`config.mk`:
```
export PLATFORM = sky130hd
export DESIGN_NAME = hsq_homing_sequencer
export DESIGN_NICKNAME = d
export VERILOG_FILES = /design/src/hw/hsq_pkg.sv /design/src/hw/hsq_sync.sv /design/src/hw/hsq_method_dec.sv /design/src/hw/hsq_homing_sequencer.sv
export SDC_FILE = /design/constraint.sdc
export NUM_CORES = 1
export LEC_CHECK = 0
export ABC_CLOCK_PERIOD_IN_PS = 5100
export BUFFER_PORTS_ARGS = -buffer_cell sky130_fd_sc_hd__buf_2
export CAP_MARGIN = 20
export CORE_ASPECT_RATIO = 1.5
export CORE_UTILIZATION = 47
export CTS_CLUSTER_DIAMETER = 200
export DETAILED_ROUTE_END_ITERATION = 16
export GPL_ROUTABILITY_DRIVEN = 0
export PLACE_DENSITY = 0.7
export SLEW_MARGIN = 10
export SYNTH_ARGS = -nofsm -noshare
export SYNTH_HDL_FRONTEND = slang
export SYNTH_HIERARCHICAL = 1
export SYNTH_SLANG_ARGS = --single-unit
```
`constraint.sdc`:
```
create_clock -name clk -period 5.1 [get_ports clk]
set_input_delay 0.51 -clock clk [delete_from_list [all_inputs] [get_ports clk]]
set_output_delay 0.51 -clock clk [all_outputs]
set_load 0.02 [all_outputs]
```
`src/hw/hsq_pkg.sv`:
```
// Purpose: Shared constants and types for the homing sequencer.
// Assumes: One 200 MHz system clock, active-low asynchronous reset.
// Notes:   Method numbers are eight-bit unsigned; other values decode as unsupported.
package hsq_pkg;

  localparam int GEN_IN_W = 8;
  localparam int SEL_W    = 3;
  localparam int SYNC_W   = GEN_IN_W + 1;
  localparam int HOME_W   = 32;

  // Default switch assignment: general inputs one, two and three.
  localparam logic [SEL_W-1:0] NEG_LIMIT_SEL_RST = 3'h0;
  localparam logic [SEL_W-1:0] POS_LIMIT_SEL_RST = 3'h1;
  localparam logic [SEL_W-1:0] HOME_SEL_RST      = 3'h2;

  // Stored method after reset; zero is not an executable method.
  localparam logic [7:0] METHOD_RST = 8'h00;

  // Method groups: first number of each group and group spans.
  localparam logic [7:0] M_SINGLE_IDX_LO = 8'h03;
  localparam logic [7:0] M_REGION_IDX_LO = 8'h07;
  localparam logic [7:0] M_LIMIT_NEG     = 8'h11;
  localparam logic [7:0] M_LIMIT_POS     = 8'h12;
  localparam logic [7:0] M_SINGLE_LO     = 8'h13;
  localparam logic [7:0] M_REGION_LO     = 8'h17;
  localparam logic [7:0] M_INDEX_NEG     = 8'h21;
  localparam logic [7:0] M_INDEX_POS     = 8'h22;
  localparam logic [7:0] SINGLE_SPAN     = 8'h04;
  localparam logic [7:0] REGION_SPAN     = 8'h08;

  typedef enum logic [1:0] {
    SIG_NONE      = 2'h0,
    SIG_HOME      = 2'h1,
    SIG_NEG_LIMIT = 2'h2,
    SIG_POS_LIMIT = 2'h3
  } hsq_sig_t;

  typedef enum logic [3:0] {
    ST_IDLE  = 4'h1,
    ST_SEEK  = 4'h2,
    ST_CROSS = 4'h4,
    ST_INDEX = 4'h8
  } hsq_state_t;

  typedef struct packed {
    logic     valid;
    hsq_sig_t sig;
    logic     region;
    logic     edge_upper;
    logic     start_pos;
    logic     pos_active;
    logic     use_index;
    logic     final_pos;
  } hsq_profile_t;

  typedef struct packed {
    logic [SEL_W-1:0] neg_sel;
    logic [SEL_W-1:0] pos_sel;
    logic [SEL_W-1:0] home_sel;
  } hsq_map_t;

  typedef struct packed {
    logic active;
    logic dir_pos;
    logic slow;
  } hsq_motion_t;

  typedef struct packed {
    logic busy;
    logic done;
    logic error;
    logic unsupported;
  } hsq_status_t;

endpackage : hsq_pkg

```
`src/hw/hsq_sync.sv`:
```
// Purpose: Two-stage synchroniser with edge detection for axis pins.
// Assumes: Inputs are asynchronous to clk.
// Notes:   Edges are flagged in the same cycle as the synchronised level changes.
`timescale 1ns/1ps
module hsq_sync #(
  parameter int W = 9
) (
  // Clock and reset
  input  wire logic         clk,
  input  wire logic         rst_n,
  // Pins
  input  wire logic [W-1:0] async_in,
  // Synchronised view
  output logic [W-1:0]      level,
  output logic [W-1:0]      rise,
  output logic [W-1:0]      fall
);

  logic [W-1:0] meta_reg;
  logic [W-1:0] sync_reg;
  logic [W-1:0] last_reg;

  // The first stage feeds only the second, so metastability never reaches logic.
  always_ff @(posedge clk or negedge rst_n) begin
    if (!rst_n) begin
      meta_reg <= '0;
      sync_reg <= '0;
      last_reg <= '0;
    end else begin
      meta_reg <= async_in;
      sync_reg <= meta_reg;
      last_reg <= sync_reg;
    end
  end

  assign level = sync_reg;
  assign rise  = sync_reg & ~last_reg;
  assign fall  = ~sync_reg & last_reg;

endmodule : hsq_sync

```
`src/hw/hsq_method_dec.sv`:
```
// Purpose: Decode a homing method number into a search profile.
// Assumes: Method held stable while a run is in progress.
// Notes:   Unknown and reserved numbers yield a profile with valid low.
`timescale 1ns/1ps
module hsq_method_dec (
  // Selected method
  input  wire logic [7:0]   method,
  // Decoded profile
  output hsq_pkg::hsq_profile_t profile
);

  logic [7:0] k_si;
  logic [7:0] k_ri;
  logic [7:0] k_sw;
  logic [7:0] k_rw;

  function automatic logic in_span(input logic [7:0] m, input logic [7:0] base,
                                   input logic [7:0] span);
    logic [7:0] d;
    d = m - base;
    return (m >= base) && (d < span);
  endfunction : in_span

  assign k_si = method - hsq_pkg::M_SINGLE_IDX_LO;
  assign k_ri = method - hsq_pkg::M_REGION_IDX_LO;
  assign k_sw = method - hsq_pkg::M_SINGLE_LO;
  assign k_rw = method - hsq_pkg::M_REGION_LO;

  // Single-switch methods are treated as a lower edge of a switch active above it.
  always_comb begin
    profile = '0;
    if (in_span(method, hsq_pkg::M_SINGLE_IDX_LO, hsq_pkg::SINGLE_SPAN)) begin
      profile.valid      = 1'b1;
      profile.sig        = hsq_pkg::SIG_HOME;
      profile.start_pos  = 1'b1;
      profile.pos_active = ~k_si[1];
      profile.use_index  = 1'b1;
      profile.final_pos  = k_si[0] ^ k_si[1];
    end else if (in_span(method, hsq_pkg::M_REGION_IDX_LO, hsq_pkg::REGION_SPAN)) begin
      profile.valid      = 1'b1;
      profile.sig        = hsq_pkg::SIG_HOME;
      profile.region     = 1'b1;
      profile.edge_upper = k_ri[1] ^ k_ri[2];
      profile.start_pos  = ~k_ri[2];
      profile.pos_active = 1'b1;
      profile.use_index  = 1'b1;
      profile.final_pos  = k_ri[0];
    end else if (method == hsq_pkg::M_LIMIT_NEG) begin
      profile.valid      = 1'b1;
      profile.sig        = hsq_pkg::SIG_NEG_LIMIT;
      profile.start_pos  = 1'b1;
      profile.final_pos  = 1'b1;
    end else if (method == hsq_pkg::M_LIMIT_POS) begin
      profile.valid      = 1'b1;
      profile.sig        = hsq_pkg::SIG_POS_LIMIT;
      profile.start_pos  = 1'b1;
      profile.pos_active = 1'b1;
    end else if (in_span(method, hsq_pkg::M_SINGLE_LO, hsq_pkg::SINGLE_SPAN)) begin
      profile.valid      = 1'b1;
      profile.sig        = hsq_pkg::SIG_HOME;
      profile.start_pos  = 1'b1;
      profile.pos_active = ~k_sw[1];
      profile.final_pos  = k_sw[0] ^ k_sw[1];
    end else if (in_span(method, hsq_pkg::M_REGION_LO, hsq_pkg::REGION_SPAN)) begin
      profile.valid      = 1'b1;
      profile.sig        = hsq_pkg::SIG_HOME;
      profile.region     = 1'b1;
      profile.edge_upper = k_rw[1] ^ k_rw[2];
      profile.start_pos  = ~k_rw[2];
      profile.pos_active = 1'b1;
      profile.final_pos  = k_rw[0];
    end else if (method == hsq_pkg::M_INDEX_NEG) begin
      profile.valid      = 1'b1;
      profile.use_index  = 1'b1;
    end else if (method == hsq_pkg::M_INDEX_POS) begin
      profile.valid      = 1'b1;
      profile.use_index  = 1'b1;
      profile.final_pos  = 1'b1;
    end
  end

endmodule : hsq_method_dec

```
`src/hw/hsq_homing_sequencer.sv`:
```
// Purpose: Homing sequencer that drives axis direction until the home point is found.
// Assumes: Switch and index pins are asynchronous; the motion profile lives outside.
// Notes:   Active-high switch levels; a limit in the direction of travel that is not the wanted edge ends a run, or first reverses a region search once.
//
// Functional notes
// Methods 3/4: find positive-active switch edge, then index negative or positive.
// Methods 5/6: find positive-inactive switch edge, then index positive or negative.
// Methods 7-14: region switch; find the selected edge, then the selected index.
// Methods 7-10, 23-26: start below or inside; reverse once on positive limit.
// Methods 11-14, 27-30: start above or inside; reverse once on negative limit.
// Methods 7-10 pick lower/upper edge and negative/positive index in turn.
// Methods 11-14 pick upper/lower edge and negative/positive index in turn.
// Switch-plus-index run starting inside active switch searches at slow speed.
// Methods 15, 16, 31, 32 are reserved: no motion, flagged unsupported.
// Method 17: move negative to negative limit, home where it releases moving positive.
// Method 18: move positive to positive limit, home where it releases moving negative.
// Method 19: positive-active switch, home on its falling edge moving negative.
// Method 20: positive-active switch, home on its rising edge moving positive.
// Method 21: positive-inactive switch, home where it releases moving positive.
// Method 22: positive-inactive switch, home where it activates moving negative.
// Methods 23-26: region edge without index, approached in the chosen direction.
// Methods 27-30: same, starting from the positive side.
// Method 33: move negative, home on the next index pulse.
// Method 34: move positive, home on the next index pulse.
// The method comes from a stored selection written before the run starts.
// Limit and home switches default to inputs one to three, remappable.
// Pins synchronised; at home motion stops, position loads, done flag sets.
// A limit reached without the wanted edge or index stops motion with error.
`timescale 1ns/1ps
module hsq_homing_sequencer (
  // Clock and reset
  input  wire logic                          clk,
  input  wire logic                          rst_n,
  // Axis pins
  input  wire logic [hsq_pkg::GEN_IN_W-1:0]  gen_in,
  input  wire logic                          index_in,
  // Configuration
  input  wire logic                          method_wr,
  input  wire logic [7:0]                    method_value,
  input  wire logic                          map_wr,
  input  wire hsq_pkg::hsq_map_t             map_value,
  input  wire logic [hsq_pkg::HOME_W-1:0]    home_offset,
  // Run control
  input  wire logic                          start,
  input  wire logic                          abort,
  // Motion command
  output hsq_pkg::hsq_motion_t               motion,
  // Position load
  output logic                               home_load,
  output logic [hsq_pkg::HOME_W-1:0]         home_value,
  // Status
  output hsq_pkg::hsq_status_t               status
);

  hsq_pkg::hsq_state_t               state_reg;
  hsq_pkg::hsq_profile_t             prof;
  hsq_pkg::hsq_map_t                 map_reg;
  logic [7:0]                        method_reg;
  logic [hsq_pkg::SYNC_W-1:0]        pin_lvl;
  logic [hsq_pkg::SYNC_W-1:0]        pin_rise;
  logic [hsq_pkg::SYNC_W-1:0]        pin_fall;
  logic [hsq_pkg::GEN_IN_W-1:0]      in_lvl;
  logic [hsq_pkg::GEN_IN_W-1:0]      in_rise;
  logic [hsq_pkg::GEN_IN_W-1:0]      in_fall;
  logic                              idx_evt;
  logic                              neg_lvl;
  logic                              pos_lvl;
  logic                              home_lvl;
  logic                              raw_lvl;
  logic                              raw_rise;
  logic                              raw_fall;
  logic                              s_lvl;
  logic                              s_rise;
  logic                              s_fall;
  logic                              edge_evt;
  logic                              lim_hit;
  logic                              active_reg;
  logic                              dir_reg;
  logic                              slow_reg;
  logic                              rev_used_reg;
  logic                              done_reg;
  logic                              error_reg;
  logic                              unsup_reg;
  logic                              load_reg;
  logic [hsq_pkg::HOME_W-1:0]        value_reg;
  logic                              in_seek;
  logic                              start_hit;
  logic                              bad_start;
  logic                              abort_hit;
  logic                              home_hit;
  logic                              to_cross;
  logic                              to_index;
  logic                              rev_hit;
  logic                              fail_hit;
  logic                              start_dir;

  function automatic logic pick(input logic [hsq_pkg::GEN_IN_W-1:0] v,
                                input logic [hsq_pkg::SEL_W-1:0]    sel);
    return v[sel];
  endfunction : pick

  // Index rides on the top bit of the synchroniser.
  hsq_sync #(
    .W (hsq_pkg::SYNC_W)
  ) u_sync (
    .clk      (clk),
    .rst_n    (rst_n),
    .async_in ({index_in, gen_in}),
    .level    (pin_lvl),
    .rise     (pin_rise),
    .fall     (pin_fall)
  );

  hsq_method_dec u_dec (
    .method  (method_reg),
    .profile (prof)
  );

  assign in_lvl  = pin_lvl[hsq_pkg::GEN_IN_W-1:0];
  assign in_rise = pin_rise[hsq_pkg::GEN_IN_W-1:0];
  assign in_fall = pin_fall[hsq_pkg::GEN_IN_W-1:0];
  assign idx_evt = pin_rise[hsq_pkg::SYNC_W-1];

  assign neg_lvl  = pick(in_lvl, map_reg.neg_sel);
  assign pos_lvl  = pick(in_lvl, map_reg.pos_sel);
  assign home_lvl = pick(in_lvl, map_reg.home_sel);

  // Selected switch, turned so that it always reads active on the positive side.
  always_comb begin
    case (prof.sig)
      hsq_pkg::SIG_HOME: begin
        raw_lvl  = home_lvl;
        raw_rise = pick(in_rise, map_reg.home_sel);
        raw_fall = pick(in_fall, map_reg.home_sel);
      end
      hsq_pkg::SIG_NEG_LIMIT: begin
        raw_lvl  = neg_lvl;
        raw_rise = pick(in_rise, map_reg.neg_sel);
        raw_fall = pick(in_fall, map_reg.neg_sel);
      end
      hsq_pkg::SIG_POS_LIMIT: begin
        raw_lvl  = pos_lvl;
        raw_rise = pick(in_rise, map_reg.pos_sel);
        raw_fall = pick(in_fall, map_reg.pos_sel);
      end
      default: begin
        raw_lvl  = 1'b0;
        raw_rise = 1'b0;
        raw_fall = 1'b0;
      end
    endcase
  end

  assign s_lvl  = raw_lvl ^ ~prof.pos_active;
  assign s_rise = prof.pos_active ? raw_rise : raw_fall;
  assign s_fall = prof.pos_active ? raw_fall : raw_rise;

  // Lower edge is a rise moving positive; the upper edge is the mirror case.
  assign edge_evt = (dir_reg ^ prof.edge_upper) ? s_rise : s_fall;
  assign lim_hit  = dir_reg ? pos_lvl : neg_lvl;

  // Inside the active zone head for the wanted edge, else assume the group's side.
  assign start_dir = (prof.sig == hsq_pkg::SIG_NONE) ? prof.final_pos :
                     (s_lvl ? prof.edge_upper : prof.start_pos);

  assign in_seek   = (state_reg == hsq_pkg::ST_SEEK);
  assign start_hit = (state_reg == hsq_pkg::ST_IDLE) && start && !abort;
  assign bad_start = start_hit && !prof.valid;
  assign abort_hit = active_reg && abort;

  // Without an index the edge only counts when crossed in the final direction.
  assign home_hit = !abort_hit && (
                    (in_seek && edge_evt && !prof.use_index && (dir_reg == prof.final_pos))
                  || ((state_reg == hsq_pkg::ST_CROSS) && (s_rise || s_fall))
                  || ((state_reg == hsq_pkg::ST_INDEX) && idx_evt));
  assign to_cross = !abort_hit && in_seek && edge_evt && !prof.use_index
                    && (dir_reg != prof.final_pos);
  assign to_index = !abort_hit && in_seek && edge_evt && prof.use_index;
  assign rev_hit  = !abort_hit && in_seek && !edge_evt && lim_hit
                    && prof.region && !rev_used_reg;
  assign fail_hit = !abort_hit && !home_hit && !to_cross && !to_index && !rev_hit
                    && active_reg && lim_hit;

  // Method and switch map are frozen while active_reg is high; a write in the same cycle as start still lands and changes the run.
  always_ff @(posedge clk or negedge rst_n) begin
    if (!rst_n) begin
      method_reg <= hsq_pkg::METHOD_RST;
    end else if (method_wr && !active_reg) begin
      method_reg <= method_value;
    end
  end

  always_ff @(posedge clk or negedge rst_n) begin
    if (!rst_n) begin
      map_reg.neg_sel  <= hsq_pkg::NEG_LIMIT_SEL_RST;
      map_reg.pos_sel  <= hsq_pkg::POS_LIMIT_SEL_RST;
      map_reg.home_sel <= hsq_pkg::HOME_SEL_RST;
    end else if (map_wr && !active_reg) begin
      map_reg <= map_value;
    end
  end

  always_ff @(posedge clk or negedge rst_n) begin
    if (!rst_n) begin
      state_reg <= hsq_pkg::ST_IDLE;
    end else begin
      case (state_reg)
        hsq_pkg::ST_IDLE: begin
          if (start_hit && prof.valid) begin
            if (prof.sig == hsq_pkg::SIG_NONE) begin
              state_reg <= hsq_pkg::ST_INDEX;
            end else begin
              state_reg <= hsq_pkg::ST_SEEK;
            end
          end
        end
        hsq_pkg::ST_SEEK: begin
          if (abort_hit || home_hit || fail_hit) begin
            state_reg <= hsq_pkg::ST_IDLE;
          end else if (to_cross) begin
            state_reg <= hsq_pkg::ST_CROSS;
          end else if (to_index) begin
            state_reg <= hsq_pkg::ST_INDEX;
          end
        end
        hsq_pkg::ST_CROSS, hsq_pkg::ST_INDEX: begin
          if (abort_hit || home_hit || fail_hit) begin
            state_reg <= hsq_pkg::ST_IDLE;
          end
        end
        default: begin
          state_reg <= hsq_pkg::ST_IDLE;
        end
      endcase
    end
  end

  always_ff @(posedge clk or negedge rst_n) begin
    if (!rst_n) begin
      active_reg <= 1'b0;
    end else if (start_hit) begin
      active_reg <= prof.valid;
    end else if (abort_hit || home_hit || fail_hit) begin
      active_reg <= 1'b0;
    end
  end

  always_ff @(posedge clk or negedge rst_n) begin
    if (!rst_n) begin
      dir_reg <= 1'b0;
    end else if (start_hit) begin
      dir_reg <= start_dir;
    end else if (to_index) begin
      dir_reg <= prof.final_pos;
    end else if (to_cross || rev_hit) begin
      dir_reg <= ~dir_reg;
    end
  end

  // Edge search runs fast and the final approach slow; index-only runs, and index runs starting inside the home switch, run slow from the start.
  always_ff @(posedge clk or negedge rst_n) begin
    if (!rst_n) begin
      slow_reg <= 1'b0;
    end else if (start_hit) begin
      slow_reg <= prof.use_index && ((prof.sig == hsq_pkg::SIG_NONE) || home_lvl);
    end else if (to_cross || to_index) begin
      slow_reg <= 1'b1;
    end
  end

  always_ff @(posedge clk or negedge rst_n) begin
    if (!rst_n) begin
      rev_used_reg <= 1'b0;
    end else if (start_hit) begin
      rev_used_reg <= 1'b0;
    end else if (rev_hit) begin
      rev_used_reg <= 1'b1;
    end
  end

  always_ff @(posedge clk or negedge rst_n) begin
    if (!rst_n) begin
      done_reg  <= 1'b0;
      error_reg <= 1'b0;
      unsup_reg <= 1'b0;
    end else if (start_hit) begin
      done_reg  <= 1'b0;
      error_reg <= bad_start;
      unsup_reg <= bad_start;
    end else begin
      done_reg  <= done_reg | home_hit;
      error_reg <= error_reg | fail_hit;
    end
  end

  always_ff @(posedge clk or negedge rst_n) begin
    if (!rst_n) begin
      load_reg  <= 1'b0;
      value_reg <= '0;
    end else begin
      load_reg <= home_hit;
      if (home_hit) begin
        value_reg <= home_offset;
      end
    end
  end

  assign motion.active      = active_reg;
  assign motion.dir_pos     = dir_reg;
  assign motion.slow        = slow_reg;
  assign home_load          = load_reg;
  assign home_value         = value_reg;
  assign status.busy        = active_reg;
  assign status.done        = done_reg;
  assign status.error       = error_reg;
  assign status.unsupported = unsup_reg;

endmodule : hsq_homing_sequencer

```
==> reports/metrics.cfg <==
[pwr]
p_leak_nw=2.699
clkPwrFrac_pct=34.0
ir_worst_vdd_v=0.0002648
pwr_density_cell_mw_per_mm2=389.1
p_comb_share_pct=25.6
power.total_mw=2.215
switching_share_pct=30.11
p_switching_uw=667.0
internal-power_mw=1.548
seqPwrFrac_pct=40.4

[final_layout]
drive_gt1_share_pct=45.63
largest_reg_flops=32
multi_input_area_mm2=0.002441
area_growth_pct=16.46
fin_util_pct=56.16
regArea_mm2=0.002206
antenna_cells=0
layout_commonest_cell=buf_2
fillers=865
layout.nets=531
final_cell_mix=buf_2, dfrtp_1, mux2_4

[critical_path]
cp_num_buf_inv=0
path_max_fanout=17
arrival_ns=4.89
critical-path-max-stage-delay_ns=0.58
cp_slowest_cell=o41ai_1
endpoint_kind=flip-flop
path_cells=ha_1 > a311o_1 > a32oi_2 > a2111oi_4 > nor3b_1 > or2_0 > nand2_1 > nand2b_1 > o41ai_1 > o21ai_2 > o211ai_2 > and2_2 > mux2_4
cp_top_family=compound AO/OA/AOI/OAI gates
criticalPathCategory=flip-flop to flip-flop
start_kind=flip-flop
cp.required_ns=5.32

[drt]
drc=0
wl_per_cell_um=17.56
routed_via_density=5.792
ant_nets=0
drtIter0Drc=154
drt_pass1_iterations=5
vias=3394
wirelength_um=10290

[clocking]
root_buffer=clkbuf_16
cts_tree=built
clock_latency_ns=0.34
cts.path.max_buffers=2
clock-sinks=88
htree_levels=3
post_cts_hold_buffer_count=0
clkTransAtPathRegs_ns=0.06
ctsResizeCount=0
numCtsBuffers=9
cts_setup_buffers=0

[min_path]
hold_path_class=input pin to asynchronous set/reset pin

[global_route]
grt_max_degree=60
grt_pass1_vias=3457
overflow=0
grtUsageTotal_pct=19.59
antenna_found_initial=0
grt_pass1_wl_um=16430

[sta]
setup_violations=0
grt_setup_unrepaired=no
finalCritPeriodShare_pct=91.42
fmax_mhz=214.5
worst_slew_pin_slew_ns=0.8318
min_period_ns=4.663
report.final.slew_viol_count=0
slew_headroom_pct=44.44
setup_tns_ns=0
final_hold_viol_count=0
finalClockSkew_ns=0.008714

[die]
start_util_pct=48.22
die_w_um=85.26
rows=45
die-area_mm2=0.01082
core_mm2=0.01013
io_pins=104
die_h_um=126.9

[yosys]
synth_cells=375
synth_fp_nets=442
syn_avg_cell_area_um2=13.03
ys.warnings.count=6
syn-cell-area_mm2=0.004887

[place]
io_buffer_count=103
dp_hpwl_um=7548

[flow_run]
drv_cap=0

[run_status]
status=finished, final reports clean

-- routing by layer --
| layer | vias to the layer above | share of wire (%) | wire length (µm) | global-route usage, % |
|---|---|---|---|---|
| li1 | 1565 | - | - | - |
| met1 | 1695 | 39 | 4007 | 21.91 |
| met2 | 111 | 55 | 5612 | 35.25 |
| met3 | 23 | 4.0 | 412 | 3.513 |
| met4 | 0 | 2.5 | 259 | 10.20 |
| met5 | - | 0 | 0 | 0 |
-- power groups by stage --
stage	sequential (mW)	combinational [mW]	clock, mW
global placement	0.902	0.553	0
floorplan	0.902	0.424	0
detailed placement	0.907	0.562	0
finish	0.895	0.566	0.754
CTS	0.896	0.565	0.772
global route	0.910	0.607	0.796
-- stage by stage --
stage / hold WS (ns) / setup slack, ns / area [µm²] / instances
after CTS: 0.09365 / 0.4899 / 5684 / 585
after floorplan: 0.2144 / 1.085 / 4887 / 375
after global routing: 0.1150 / 0.03997 / 5692 / 586
after global placement: 0.3325 / 0.7299 / 5338 / 569
after detailed placement: 0.3365 / 0.5385 / 5338 / 569
final: 0.08901 / 0.4373 / 5692 / 586
-- final timing paths --
path                                      endpoint          startpoint  depth (start not counted)  slack, ns
worst min-delay path                 method_reg[0]               rst_n                          1       0.09
worst min register to register     u_sync/level[4]  u_sync/meta_reg[4]                          0       0.35
worst max-delay path                 home_value[8]       method_reg[0]                         13       0.44
worst max register to register       home_value[8]       method_reg[0]                         13       0.44
min in group clk                u_sync/meta_reg[6]           gen_in[6]                          1       0.28
max in group asynchronous          u_sync/level[3]               rst_n                          2       3.94
-- final cells by class --
type | instances | share of cell area, %
multi-input combinational | 254 | 42.89
sequential | 88 | 38.76
timing repair buffer | 104 | 9.233
clock buffer | 10 | 4.023
tap | 117 | 2.572
clock inverter | 6 | 2.066
inverter | 7 | 0.4616
Power figures use the tool's default switching activity.
